===== config.mk =====
export PLATFORM = sky130hd
export DESIGN_NAME = timing_controller_cmd
export DESIGN_NICKNAME = d
export VERILOG_FILES = /design/src/core/timing_controller_cmd.v
export VERILOG_INCLUDE_DIRS = /design/src /design/src/core
export SDC_FILE = /design/constraint.sdc
export NUM_CORES = 1
export LEC_CHECK = 0
export BUFFER_PORTS_ARGS = -buffer_cell sky130_fd_sc_hd__buf_4
export CORE_MARGIN = 2
export CORE_UTILIZATION = 50
export DETAILED_ROUTE_END_ITERATION = 12
export PLACE_DENSITY_LB_ADDON = 0.08
export SYNTH_ARGS = -nofsm -noshare
export SYNTH_HDL_FRONTEND = slang
export SYNTH_SLANG_ARGS = --single-unit

===== constraint.sdc =====
create_clock -name clock -period 3.9 [get_ports clock]
set_input_delay 0.195 -clock clock [delete_from_list [all_inputs] [get_ports clock]]
set_output_delay 0.195 -clock clock [all_outputs]
set_load 0.005 [all_outputs]

===== src/core/cmd_decoder_map.vh =====
// Register offsets, opcodes, bit positions and reset values of the global command decoder.
`ifndef CMD_DECODER_MAP_VH
`define CMD_DECODER_MAP_VH

// ***************************************************************
// Avalon word addresses.
// ***************************************************************
`define ADDR_CMD          3'h0
`define ADDR_MASTER_MODE  3'h1
`define ADDR_STATUS       3'h2
`define ADDR_DATA_POINTER 3'h3
`define ADDR_FREQ_DIV     3'h4
`define ADDR_COUNTER_MODE 3'h5
`define ADDR_LOAD         3'h6
`define ADDR_HOLD         3'h7

// ***************************************************************
// Command opcodes.
// ***************************************************************
`define OP_WIDE_BUS       8'hef
`define OP_NARROW_BUS     8'he7
`define OP_GATE_OFF       8'hee
`define OP_GATE_ON        8'he6
`define OP_PREFETCH_OFF   8'hf9
`define OP_PREFETCH_ON    8'hf8
`define OP_MASTER_RESET   8'hff
`define OP_LOAD_ALL       8'h5f

// ***************************************************************
// Master-mode bit positions and reset values.
// ***************************************************************
`define MM_BUS_WIDTH      13
`define MM_FREQ_GATE      12
`define MM_RESET          16'h0000
`define CM_RESET          16'h0800
`define LOAD_HOLD_RESET   16'h0000
`define NUM_COUNTERS      5
`define DIV_RESET         16'h0001

// ***************************************************************
// Status bit positions.
// ***************************************************************
`define ST_WIDE           0
`define ST_GATED          1
`define ST_PF_OFF         2
`define ST_ARMED          3

`endif


===== src/core/timing_controller_cmd.v =====
// Global command decoder of the multi-counter timing controller, with Avalon-MM slave.
//
// Behaviour
// - Wide-bus command sets bus_width_select_bit 13, other master-mode bits kept.
// - Bus-width bit set: full sixteen-line data path, multiplexer bypassed.
// - Narrow-bus command clears bus_width_select_bit 13, other bits kept.
// - Bus-width bit clear: 16-bit words move as two bytes on low lines.
// - Full master-mode word write also updates width and gating bits.
// - Gate-off sets bit 12; freq_out_pin then driven low.
// - Gate-on clears bit 12; freq_out_pin then carries divided frequency source.
// - Prefetch-disable stops write prefetch only; read prefetch keeps working.
// - Write prefetch stays disabled until prefetch-enable or any reset.
// - Prefetch-enable only cancels an earlier prefetch-disable.
// - Opcode ff resets master-mode, load, hold, counter-mode and prefetch-disable, and disarms every counter; freq_div kept.
// - Reset loads zero in master-mode, load, hold; 0800 in counter-mode.
// - Reset leaves the data pointer register unchanged.
//
// Chosen here: the register addresses and the Avalon-MM slave port.
`timescale 1ns/10ps
`include "cmd_decoder_map.vh"

module timing_controller_cmd (
  input  wire        clock,            // System clock, 100 MHz.
  input  wire        rst,              // Asynchronous reset, active high.
  input  wire [2:0]  address,          // Avalon word address.
  input  wire        read,             // Avalon read strobe.
  input  wire        write,            // Avalon write strobe.
  input  wire [31:0] writedata,        // Avalon write data.
  input  wire [3:0]  byteenable,       // Avalon byte enables.
  output reg  [31:0] readdata,         // Avalon read data.
  output reg         waitrequest,      // Avalon wait request.
  input  wire [15:0] ext_data_in,      // External data lines, input side.
  output reg  [15:0] ext_data_out,     // External data lines, output side.
  output reg  [15:0] ext_data_oe,      // External data lines, per-line enable.
  input  wire        ext_rd,           // External read pulse, synchronous.
  input  wire        ext_wr,           // External write pulse, synchronous.
  output reg         freq_out_pin,     // Divided frequency output.
  output reg  [4:0]  counters_armed,   // Arm state of each counter.
  output reg         write_prefetch_on // Write prefetch active.
);

  // ***************************************************************
  // Registers.
  // ***************************************************************
  reg  [15:0] master_mode;
  reg  [15:0] counter_mode [0:`NUM_COUNTERS-1];
  reg  [15:0] load_reg;
  reg  [15:0] hold_reg;
  reg  [7:0]  data_pointer;
  reg  [15:0] freq_div;
  reg  [15:0] div_count;
  reg         freq_tick;
  reg         freq_level;
  reg         prefetch_off;
  reg         byte_phase;
  reg  [7:0]  low_byte;
  reg  [15:0] next_word;
  reg         next_word_valid;
  wire        soft_reset;
  wire        access;
  wire        bus_write;
  wire [15:0] wd16;
  integer     i;

  // Byte-lane merge of a 16-bit register from an Avalon write.
  function [15:0] merge16;
    input [15:0] old;
    input [15:0] nw;
    input [1:0]  be;
    begin
      merge16 = {be[1] ? nw[15:8] : old[15:8], be[0] ? nw[7:0] : old[7:0]};
    end
  endfunction

  // Opcode decode shared by the command path.
  function is_cmd;
    input [7:0] byte_in;
    input [7:0] op;
    begin
      is_cmd = (byte_in == op);
    end
  endfunction

  assign wd16      = writedata[15:0];
  assign access    = (read | write) & waitrequest;
  // A write lands at the edge where the master sees waitrequest low.
  assign bus_write = write & ~waitrequest;
  assign soft_reset = bus_write & (address == `ADDR_CMD) & byteenable[0] &
                      is_cmd(writedata[7:0], `OP_MASTER_RESET);

  // ***************************************************************
  // Avalon slave: one wait cycle, then the answer.
  // ***************************************************************
  always @(posedge clock or posedge rst) begin
    if (rst) begin
      waitrequest <= 1'b1;
      readdata    <= 32'h0000_0000;
    end else begin
      if (access) begin
        waitrequest <= 1'b0;
        if (read) begin
          case (address)
            `ADDR_MASTER_MODE:  readdata <= {16'h0000, master_mode};
            `ADDR_STATUS:       readdata <= {28'h0000000, |counters_armed, prefetch_off,
                                             master_mode[`MM_FREQ_GATE],
                                             master_mode[`MM_BUS_WIDTH]};
            `ADDR_DATA_POINTER: readdata <= {24'h000000, data_pointer};
            `ADDR_FREQ_DIV:     readdata <= {16'h0000, freq_div};
            `ADDR_COUNTER_MODE: readdata <= {16'h0000, counter_mode[0]};
            `ADDR_LOAD:         readdata <= {16'h0000, load_reg};
            `ADDR_HOLD:         readdata <= {16'h0000, hold_reg};
            default:            readdata <= 32'h0000_0000;
          endcase
        end
      end else begin
        waitrequest <= 1'b1;
      end
    end
  end

  // ***************************************************************
  // Command decode and master-mode register.
  // ***************************************************************
  always @(posedge clock or posedge rst) begin
    if (rst) begin
      master_mode    <= `MM_RESET;
      load_reg       <= `LOAD_HOLD_RESET;
      hold_reg       <= `LOAD_HOLD_RESET;
      prefetch_off   <= 1'b0;
      counters_armed <= 5'h00;
      freq_div       <= `DIV_RESET;
      for (i = 0; i < `NUM_COUNTERS; i = i + 1)
        counter_mode[i] <= `CM_RESET;
    end else if (soft_reset) begin
      master_mode    <= `MM_RESET;
      load_reg       <= `LOAD_HOLD_RESET;
      hold_reg       <= `LOAD_HOLD_RESET;
      prefetch_off   <= 1'b0;
      counters_armed <= 5'h00;
      for (i = 0; i < `NUM_COUNTERS; i = i + 1)
        counter_mode[i] <= `CM_RESET;
    end else if (bus_write) begin
      case (address)
        `ADDR_CMD: begin
          if (byteenable[0]) begin
            case (writedata[7:0])
              `OP_WIDE_BUS:     master_mode[`MM_BUS_WIDTH] <= 1'b1;
              `OP_NARROW_BUS:   master_mode[`MM_BUS_WIDTH] <= 1'b0;
              `OP_GATE_OFF:     master_mode[`MM_FREQ_GATE] <= 1'b1;
              `OP_GATE_ON:      master_mode[`MM_FREQ_GATE] <= 1'b0;
              `OP_PREFETCH_OFF: prefetch_off <= 1'b1;
              `OP_PREFETCH_ON:  prefetch_off <= 1'b0;
              `OP_LOAD_ALL:     counters_armed <= counters_armed;
              default:          prefetch_off <= prefetch_off;
            endcase
          end
        end
        `ADDR_MASTER_MODE:  master_mode <= merge16(master_mode, wd16, byteenable[1:0]);
        `ADDR_FREQ_DIV:     freq_div <= merge16(freq_div, wd16, byteenable[1:0]);
        `ADDR_COUNTER_MODE: counter_mode[0] <= merge16(counter_mode[0], wd16,
                                                       byteenable[1:0]);
        `ADDR_LOAD:         load_reg <= merge16(load_reg, wd16, byteenable[1:0]);
        `ADDR_HOLD:         hold_reg <= merge16(hold_reg, wd16, byteenable[1:0]);
        default:            load_reg <= load_reg;
      endcase
    end
  end

  // Data pointer sees no reset of either kind.
  always @(posedge clock) begin
    if (bus_write && address == `ADDR_DATA_POINTER && byteenable[0]) begin
      data_pointer <= writedata[7:0];
    end
  end

  // ***************************************************************
  // Frequency output divider and gating.
  // ***************************************************************
  always @(posedge clock or posedge rst) begin
    if (rst) begin
      div_count    <= 16'h0000;
      freq_tick    <= 1'b0;
      freq_level   <= 1'b0;
      freq_out_pin <= 1'b0;
    end else begin
      freq_tick <= 1'b0;
      if (div_count + 16'h0001 >= freq_div) begin
        div_count <= 16'h0000;
        freq_tick <= 1'b1;
      end else begin
        div_count <= div_count + 16'h0001;
      end
      if (freq_tick)
        freq_level <= ~freq_level;
      freq_out_pin <= master_mode[`MM_FREQ_GATE] ? 1'b0 : freq_level;
    end
  end

  // ***************************************************************
  // External data bus: width mux and write prefetch.
  // ***************************************************************
  always @(posedge clock or posedge rst) begin
    if (rst) begin
      byte_phase        <= 1'b0;
      low_byte          <= 8'h00;
      ext_data_out      <= 16'h0000;
      ext_data_oe       <= 16'h0000;
      next_word         <= 16'h0000;
      next_word_valid   <= 1'b0;
      write_prefetch_on <= 1'b1;
    end else begin
      write_prefetch_on <= ~prefetch_off;
      if (ext_rd) begin
        // Read prefetch always runs: the next word is staged after each read.
        next_word_valid <= 1'b1;
        next_word       <= hold_reg;
        if (master_mode[`MM_BUS_WIDTH]) begin
          ext_data_out <= next_word_valid ? next_word : hold_reg;
          ext_data_oe  <= 16'hffff;
        end else begin
          ext_data_out <= {8'h00, byte_phase ? hold_reg[15:8] : hold_reg[7:0]};
          ext_data_oe  <= 16'h00ff;
          byte_phase   <= ~byte_phase;
        end
      end else begin
        ext_data_oe <= 16'h0000;
        if (ext_wr) begin
          if (!master_mode[`MM_BUS_WIDTH]) begin
            byte_phase <= ~byte_phase;
            if (!byte_phase)
              low_byte <= ext_data_in[7:0];
          end
          // Write prefetch marks the staging word valid unless disabled.
          next_word_valid <= ~prefetch_off;
        end
      end
    end
  end

endmodule // timing_controller_cmd

After elaboration in Yosys (flattened, before gate mapping)
Index checks and enable logic that the tools add are counted.
{"block": "op_classes", "n_addsub": 1, "order_cmp": 1, "n_eq_ne": 18, "mux": 39, "bitwise_logic": 11, "n_reduce_logical": 28}
{"operator": "two-way mux 16 bit", "n": 16}
{"operator": "one-hot mux 16 bit (7 select lines)", "n": 1}
{"operator": "equality test 8 bit, second input constant", "n": 7}
{"operator": "two-way mux 8 bit", "n": 3}
{"operator": "AND reduction 3 bit", "n": 8}
{"operator": "nonzero test 2 bit", "n": 9}
{"operator": "adder 16 x 1 -> 16 bit, second input constant", "n": 1}
{"operator": "greater-or-equal comparator 16 bit", "n": 1}
{"operator": "equality test 3 bit, second input constant", "n": 4}
{"operator": "two-way mux 1 bit", "n": 12}
{"operator": "two-way mux 12 bit", "n": 1}
{"operator": "AND reduction 4 bit", "n": 3}
{"operator": "AND reduction 5 bit", "n": 2}
{"operator": "inequality test 4 x 2 -> 1 bit, second input constant", "n": 2}
{"operator": "equality test 3 x 2 -> 1 bit, second input constant", "n": 2}
{"operator": "inequality test 3 bit, second input constant", "n": 2}
{"operator": "one-hot mux 1 bit (2 select lines)", "n": 3}
{"operator": "nonzero test 3 bit", "n": 2}
{"operator": "AND 1 bit", "n": 5}
{"operator": "inverter 1 bit", "n": 5}
{"operator": "two-way mux 2 bit", "n": 2}
{"operator": "one-hot mux 2 bit (2 select lines)", "n": 1}
{"operator": "equality test 3 x 1 -> 1 bit, second input constant", "n": 1}
{"operator": "logical NOT 3 bit", "n": 1}
{"operator": "3 further kinds", "n": 4}
{"block": "word_totals", "regBits": 192, "in_bits": 61, "out_inout_bits": 72, "word_cells": 124}

Longest topological paths before layout
Gate-level depths: netlist of the first run.
{"block": "logic_depth", "depth_word": 7, "mapped_depth": 12, "mapped_depth_nobuf": 10}

Worst setup path before layout of the first run
No wires, ideal clock.
{"block": "synth_timing", "path_type": "reg-to-reg", "start": "reg div_count[0]", "end": "reg div_count[0]", "setup_ns": 0.134, "t_arrival_ns": 2.555, "required_time_ns": 3.766, "slack_ns": 1.211, "path_stages_with_launch": 11, "path_buffers": 1, "period_less_slack_ns": 2.689, "cell_sequence": "dfrtp_1 > ha_1 > and4_1 > and4_1 > xor2_1 > ha_1 > o21ai_0 > a211o_1 > a31oi_1 > clkbuf_1 > nor3_1"}
{"block": "synth_via", "elab_chain_cells": 3}
{"element": "start, declared", "line": "timing_controller_cmd.v:51", "text": "reg [15:0] div_count;"}
{"element": "start signal, assigned", "line": "timing_controller_cmd.v:191", "text": "div_count <= div_count + 16'h0001;"}
{"element": "adder 16 x 1 -> 16 bit (*)", "line": "timing_controller_cmd.v:187, timing_controller_cmd.v:191"}
{"element": "greater-or-equal comparator 16 bit", "line": "timing_controller_cmd.v:187", "text": "if (div_count + 16'h0001 >= freq_div) begin"}
{"element": "two-way mux 16 bit (*)", "line": "timing_controller_cmd.v:187"}
Every way passes the cells marked *; elsewhere a longest branch is shown, timed or not.
A chain may end at the register's enable or synchronous reset.

Final worst setup path of the first run
{"block": "layout_timing", "start": "reg div_count[2]", "end": "reg div_count[3]"}
Same word-level chain as after synthesis.

==> results.txt, run 1 <==
Run status: finished, violations left
Failing checks: hold timing
Async SR Flop Fraction: 0.9506
Initial Util: 0.5058
Via/cell ratio: 5.818
WL final: 18.80 mm
Leading area contributor after synthesis: dfrtp_1
CP Launch Point: div_count[2]
Post-cts resize count: 0
Total track usage: 0.2325
WS Path Type: register to register
Post-synth EDFFs: 8
Logic pwr share: 0.216
Worst Path Required: 4240 ps
Pwr dens: 573.7 nW/um2
Post-route DRC: 0
Post-route cell area: 9126 um2
Area contributors post-synth: dfrtp_1 (47%), a22o_1 (7.3%), mux2_2 (6.7%), buf_4 (3.3%), edfxtp_1 (3.0%)
Port bufs: 77
Register area: 4099 um2
Routed vias: 5655
DRT iter0 DRCs: 509
Top-area cell type share of the netlist area: 0.4740
TritonCTS clock tree: built
Max-cap violations: 0
Area occupied by multi-input gates: 3372 um2
Synthesized flop and latch total: 162
Cts bufs inserted: 17
Worst-path maximum fanout: 12
Synth warn: 0
Reg clk slew, reported paths: 60 ps
CTS root buf: clkbuf_16
Overall Power: 5.236 mW
Worst hold path class: input pin to asynchronous set/reset pin
Post-layout min period: 3018 ps
ANT cells: 0
Yosys cell types: 52
Die ar.: 16860 um2
Share of cells above drive strength 1: 0.2354
Residual overflow from global routing: 0
P_sw: 1.522 mW
Finished Layout Cells: 972
Relative slew slack: 0.3669
Switching Share: 0.2906
DP Area: 8482 um2
Critical Path AT: 3360 ps
Final nets: 821
Max IR drop VDD: 331.1 uV
Core area: 15660 um2
Initial antenna violation count: 0
Max clock buf depth: 2
Max Transition Viols Final: 0
Total clock sinks: 162
First-pass GRT wire length: 29.55 mm
Hold WS: -4.945 ps
Pre-Repair DR Iteration Count: 5
Post-synth top cells: dfrtp_1 (150), a22o_1 (66), mux2_2 (47), nor2_1 (41), buf_4 (35)
P_int: 3.714 mW
# setup viols final: 0
CP endpoint kind: register
Most frequent cell after synthesis: dfrtp_1
Clock Skews: 9.377 ps
Routability-driven placement congestion ratio: 0.8291
Num rows: 46
R2R Path Start: div_count[2]
Mapped Avg Cell Area: 11.49 um2
Netlist Area Pre-Place: 7919 um2
Final worst-path cycle share: 0.7738
Sequential share of the synthesized area: 0.5176
Vias in the first global route: 5401
Unrepaired setup endpoints after global routing: no
P&R area growth vs syn: 15.25%
Gate count of the mapped netlist: 689
DIE HEIGHT: 129.8 um
Static Leakage: 4.283 nW
Primary FF master, synth: dfrtp_1
Clk Latency, worst-skew pair: 440 ps
DP HPWL: 12.88 mm
Largest net degree at the start of global routing: 155
DP Cell Count: 937
Detail Route Antenna Nets: 0
Critical Path Start Type: register
FILL cells: 1354
Die Span X: 129.8 um
Clock share of power: 0.333
H-tree depth: 4
Setup TNS: 0 ps
Routed len/inst: 19.34 um
Fmax: 331.4 MHz
Register share of total power: 0.451
Worst-margin pin slew: 947.3 ps
Top Ports: 133
Final hold vios: 6
critical path, stage by stage, from the launching register on:
cell and delay, ps:
dfrtp_1 420, nand3_1 220, nor2_1 290, nand3_1 140, xnor2_1 220, ha_1 290, a21oi_1 140, nor2_1 50
a2111oi_0 400, a31oi_1 270, buf_4 250, nor3b_1 220
metrics by stage:
step	setup WS, ps	utilization
floorplan	1211	-
CTS	862.4	0.5830
detailed placement	911.5	0.5418
global placement	1008	0.5418
global route	517.2	0.5830
finish	882.1	0.5830
metal layers:
| layer | routed length, um | up-vias | global-route usage |
|---|---|---|---|
| met2 | 8992 | 202 | 0.3702 |
| met5 | 0 | - | 0 |
| met4 | 337 | 0 | 0.07906 |
| met1 | 8482 | 2841 | 0.3160 |
| met3 | 991 | 29 | 0.05494 |
| li1 | - | 2583 | - |
worst paths after layout:
kind	to	slack [ps]	cells after the start
max reg2reg	div_count[3]	880	11
min reg2reg	freq_level	440	1
min in group clock	counter_mode[74]	20	2
max	div_count[3]	880	11
min	ext_data_oe[7]	-5	3
max in group asynchronous	master_mode[12]	3310	3
power by group through the flow:
stage | logic (mW) | clock network, mW | registers (mW)
6_report | 1.13 | 1.74 | 2.36
5_1_grt | 1.26 | 1.84 | 2.41
4_1_cts | 1.14 | 1.77 | 2.36
3_5_place_dp | 1.13 | 0 | 2.39
3_3_place_gp | 1.10 | 0 | 2.37
2_1_floorplan | 0.814 | 0 | 2.27
cell type report:
cell class                      instances  area share
Sequential cell                       162      0.4491
Multi-Input combinational cell        447      0.3695
Timing Repair Buffer                   84     0.07129
Clock buffer                           18     0.04812
Tap cell                              216     0.02961
Clock inverter                         14     0.01919
Inverter                               31     0.01316
repair_timing:
action,CTS,global route
hold buffers,3,0
setup buffers,0,0
hold endpoints to repair,2,0
endpoints found under the setup margin,0,0
cell usage in the layout (no fill, tap or decap), types with 3 or more instances in the layout:
cell type / Yosys / layout
and2_1: 5 / 5
nor2b_1: 16 / 16
nand2_1: 34 / 34
o22ai_1: 9 / 9
a21oi_1: 18 / 18
clkbuf_16: 0 / 17
buf_4: 35 / 80
mux2_2: 47 / 47
dfstp_2: 4 / 4
mux4_2: 9 / 9
xnor2_1: 9 / 9
o21ai_1: 4 / 4
a221oi_1: 10 / 10
nor3_1: 7 / 7
nand2b_1: 6 / 6
dlygate4sd3_1: 0 / 3
edfxtp_1: 8 / 8
bufinv_16: 0 / 3
dfrtp_1: 150 / 150
a22o_1: 66 / 66
a222oi_1: 5 / 5
and3_1: 3 / 3
inv_6: 0 / 4
nor3b_1: 16 / 16
o21ai_0: 23 / 23
inv_1: 31 / 30
a211oi_1: 8 / 8
nand3_1: 13 / 13
a21o_1: 4 / 4
clkinv_2: 0 / 3
xor2_1: 7 / 7
mux2i_1: 19 / 19
conb_1: 1 / 21
nand4_1: 7 / 7
ha_1: 17 / 17
nor2_1: 41 / 41
cell families (layout without fill, tap and decap cells):
group / Yosys count / count (layout) / share of synthesized area
flops: 162 / 162 / 0.5176
compound gates: 160 / 160 / 0.1509
simple gates: 158 / 158 / 0.1040
buf+inv: 100 / 147 / 0.06604
mux: 75 / 75 / 0.1164
fa+ha+maj: 17 / 17 / 0.02686
xor+xnor: 16 / 16 / 0.01770
other cells: 1 / 21 / 0.0004736
Power figures use the tool's default switching activity.
==> inputs of run 2 (changes only) <==
==> constraint.sdc (replaced) <==
create_clock -name clock -period 2.55 [get_ports clock]
set_input_delay 0.1275 -clock clock [delete_from_list [all_inputs] [get_ports clock]]
set_output_delay 0.1275 -clock clock [all_outputs]
set_load 0.005 [all_outputs]
==> run 2 against run 1 <==
Compared with the run above:
- the run now ends clean
- hold slack improved by 27 ps
- global-route usage increased by 1.1 points
- sequential cell count did not move
- clock skew is 3.4 ps lower
- wire length grew 6.5%
- critical path type unchanged
==> results.txt, run 2 (synthesis results as in run 1) <==
Run status: complete, no violations
Final worst-path cycle share: 0.9938 (+0.2200)
Initial antenna violation count: 0 (unchanged)
Reg clk slew, reported paths: 60 ps (about the same)
Port bufs: 77 (unchanged)
Detail Route Antenna Nets: 0 (unchanged)
Die Span X: 129.8 um (unchanged)
TritonCTS clock tree: built
Residual overflow from global routing: 0 (unchanged)
Fmax: 394.6 MHz (+19%)
CP endpoint kind: register
Top Ports: 133 (unchanged)
Die ar.: 16860 um2 (unchanged)
Vias in the first global route: 5722 (+5.9%)
Total track usage: 0.2436 (+0.01105)
Buf/Inv on CP: 2 (+1)
Routed len/inst: 19.67 um (+1.7%)
DRT iter0 DRCs: 506 (-0.59%)
Setup TNS: 0 ps (unchanged)
Hold-critical path depth: 1
Cts bufs inserted: 17 (unchanged)
Max IR drop VDD: 540.8 uV (+63%)
Busiest grt layer: met2
Total clock sinks: 162 (unchanged)
GR Layer Usage met1: 0.3330 (+0.01700)
Core area: 15660 um2 (unchanged)
DIE HEIGHT: 129.8 um (unchanged)
Commonest cells after routing, fill and taps aside: dfrtp_1 (150), buf_4 (104), a22o_1 (66)
CTS root buf: clkbuf_16
Register-to-Register Setup Slack: 20 ps (-870 ps)
Critical Path Start Type: register
ANT cells: 0 (unchanged)
Final hold vios: 0 (-6)
Via/cell ratio: 5.792 (-0.45%)
Initial Util: 0.5058 (unchanged)
Worst-path cell chain: ha_2, and4_4, buf_6, nand4_1, xnor2_2, ha_1, nand4_1, a211o_1, a31oi_4, buf_6, nor3b_1
Post-route DRC: 0 (unchanged)
Worst-path maximum fanout: 8 (-4)
Met3 Use GR: 0.05412 (-0.0008200)
Pre-Repair DR Iteration Count: 5 (unchanged)
Relative slew slack: 0.4419 (+0.07491)
Worst hold path class: input pin to register
# setup viols final: 0 (unchanged)
Worst-margin pin slew: 835.2 ps (-112.1 ps)
DP HPWL: 13.58 mm (+5.4%)
Clk Latency, worst-skew pair: 420 ps (-20 ps)
Largest net degree at the start of global routing: 82 (-47%)
CP max-delay cell: dfrtp_1
Post-layout min period: 2534 ps (-483.6 ps)
Max Transition Viols Final: 0 (unchanged)
Unrepaired setup endpoints after global routing: yes
Met2 usage: 0.3856 (+0.01540)
Share of cells above drive strength 1: 0.2980 (+0.06256)
Max incr delay on CP: 390 ps (-30 ps)
Delay-heaviest family, CP: simple AND/OR/NAND/NOR gates
Critical path depth in cells: 11 (unchanged)
P&R area growth vs syn: 22.37%
Max clock buf depth: 2 (unchanged)
First-pass GRT wire length: 31.36 mm (+6.1%)
Critical Path AT: 2840 ps (-520 ps)
Max-cap violations: 0 (unchanged)
Routability-driven placement congestion ratio: 0.8655 (+4.4%)
Overall Power: 8.076 mW (+54%)
Routed vias: 5896 (+4.3%)
WL final: 20.03 mm (+6.5%)
Clock Skews: 5.962 ps (-3.415 ps)
Final nets: 867 (+5.6%)
WS Path Type: register to register
Num rows: 46 (unchanged)
H-tree depth: 4 (unchanged)
Pwr dens: 833.4 nW/um2 (+45%)
Static Leakage: 4.593 nW (+7.2%)
Worst Path Required: 2860 ps (-1380 ps)
Most common cell after layout, fill and taps aside: dfrtp_1
Worst-case reg-to-reg path depth: 11 (unchanged)
==> run 2: changes by cell type in the layout (fill, tap and decap cells not counted), sizes merged <==
| cell | previous run | this run |
|---|---|---|
| buf | 81 | 111 |
| dlygate4sd3 | 3 | 19 |
| clkinv | 5 | 8 |
| inv | 36 | 33 |
| bufinv | 3 | 2 |
| clkinvlp | 1 | 2 |
==> run 2: cell type report <==
type                       instances  area [um2]
clock buffer                      18       439.2
clock inverter                    14       136.4
fill                            1277        5964
inverter                          31       120.1
multi-input combinational        447        3558
sequential                       162        4099
tap                              216       270.3
timing repair buffer             130        1067
==> run 2: path summary, 6_finish.rpt <==
check                                  start               to
worst max-delay path            div_count[0]    div_count[10]
worst min-delay path            writedata[4]  data_pointer[4]
worst max register to register  div_count[0]    div_count[10]
worst min register to register     freq_tick       freq_level
max in group asynchronous                rst      waitrequest
min in group asynchronous                rst  ext_data_out[0]
==> run 2: power by group <==
part	switching, mW	internal [mW]
Clock	1.03	1.46
Sequential	0.473	3.14
Combinational	0.862	1.11
Total	2.37	5.71
==> run 2: metrics by stage <==
| stage | area [um2] | hold slack, ps | worst slack, ps | utilization | cells |
|---|---|---|---|---|---|
| global placement | 8660 | 65.06 | 20.61 | 0.5531 | 957 |
| floorplan | 8023 | 158.9 | 17.68 | - | 709 |
| detailed placement | 8660 | 65.86 | -60.09 | 0.5531 | 957 |
| finish | 9691 | 22.47 | 15.77 | 0.6190 | 1018 |
| global route | 9691 | 0.9406 | -165.4 | 0.6190 | 1018 |
| CTS | 9440 | 1.504 | 11.75 | 0.6030 | 1009 |
==> run 2: per-layer routing <==
layer	share of wire	up-vias
met4	0.029	0
met1	0.43	2970
li1	-	2670
met2	0.49	213
met5	0	-
met3	0.055	43
==> run 2: timing repair <==
item | in CTS | in global routing
setup buffers | 1 | 9
endpoints found under the hold margin | 196 | 0
endpoints found under the setup margin | 16 | 17
hold buffers | 19 | 0
resized for setup | 2 | 38
pin swaps | 2 | 11
==> run 2: worst register-to-register path, delay by kind of cell, from the launching register on <==
| kind | cells | cell delay (ps) |
|---|---|---|
| AOI/OAI and AO/OA | 2 | 490 |
| adders and majority gates | 2 | 490 |
| xor gates and xnor gates | 1 | 190 |
| DFF | 1 | 390 |
| and+or+nand+nor | 4 | 570 |
| buffers and inverters | 2 | 280 |
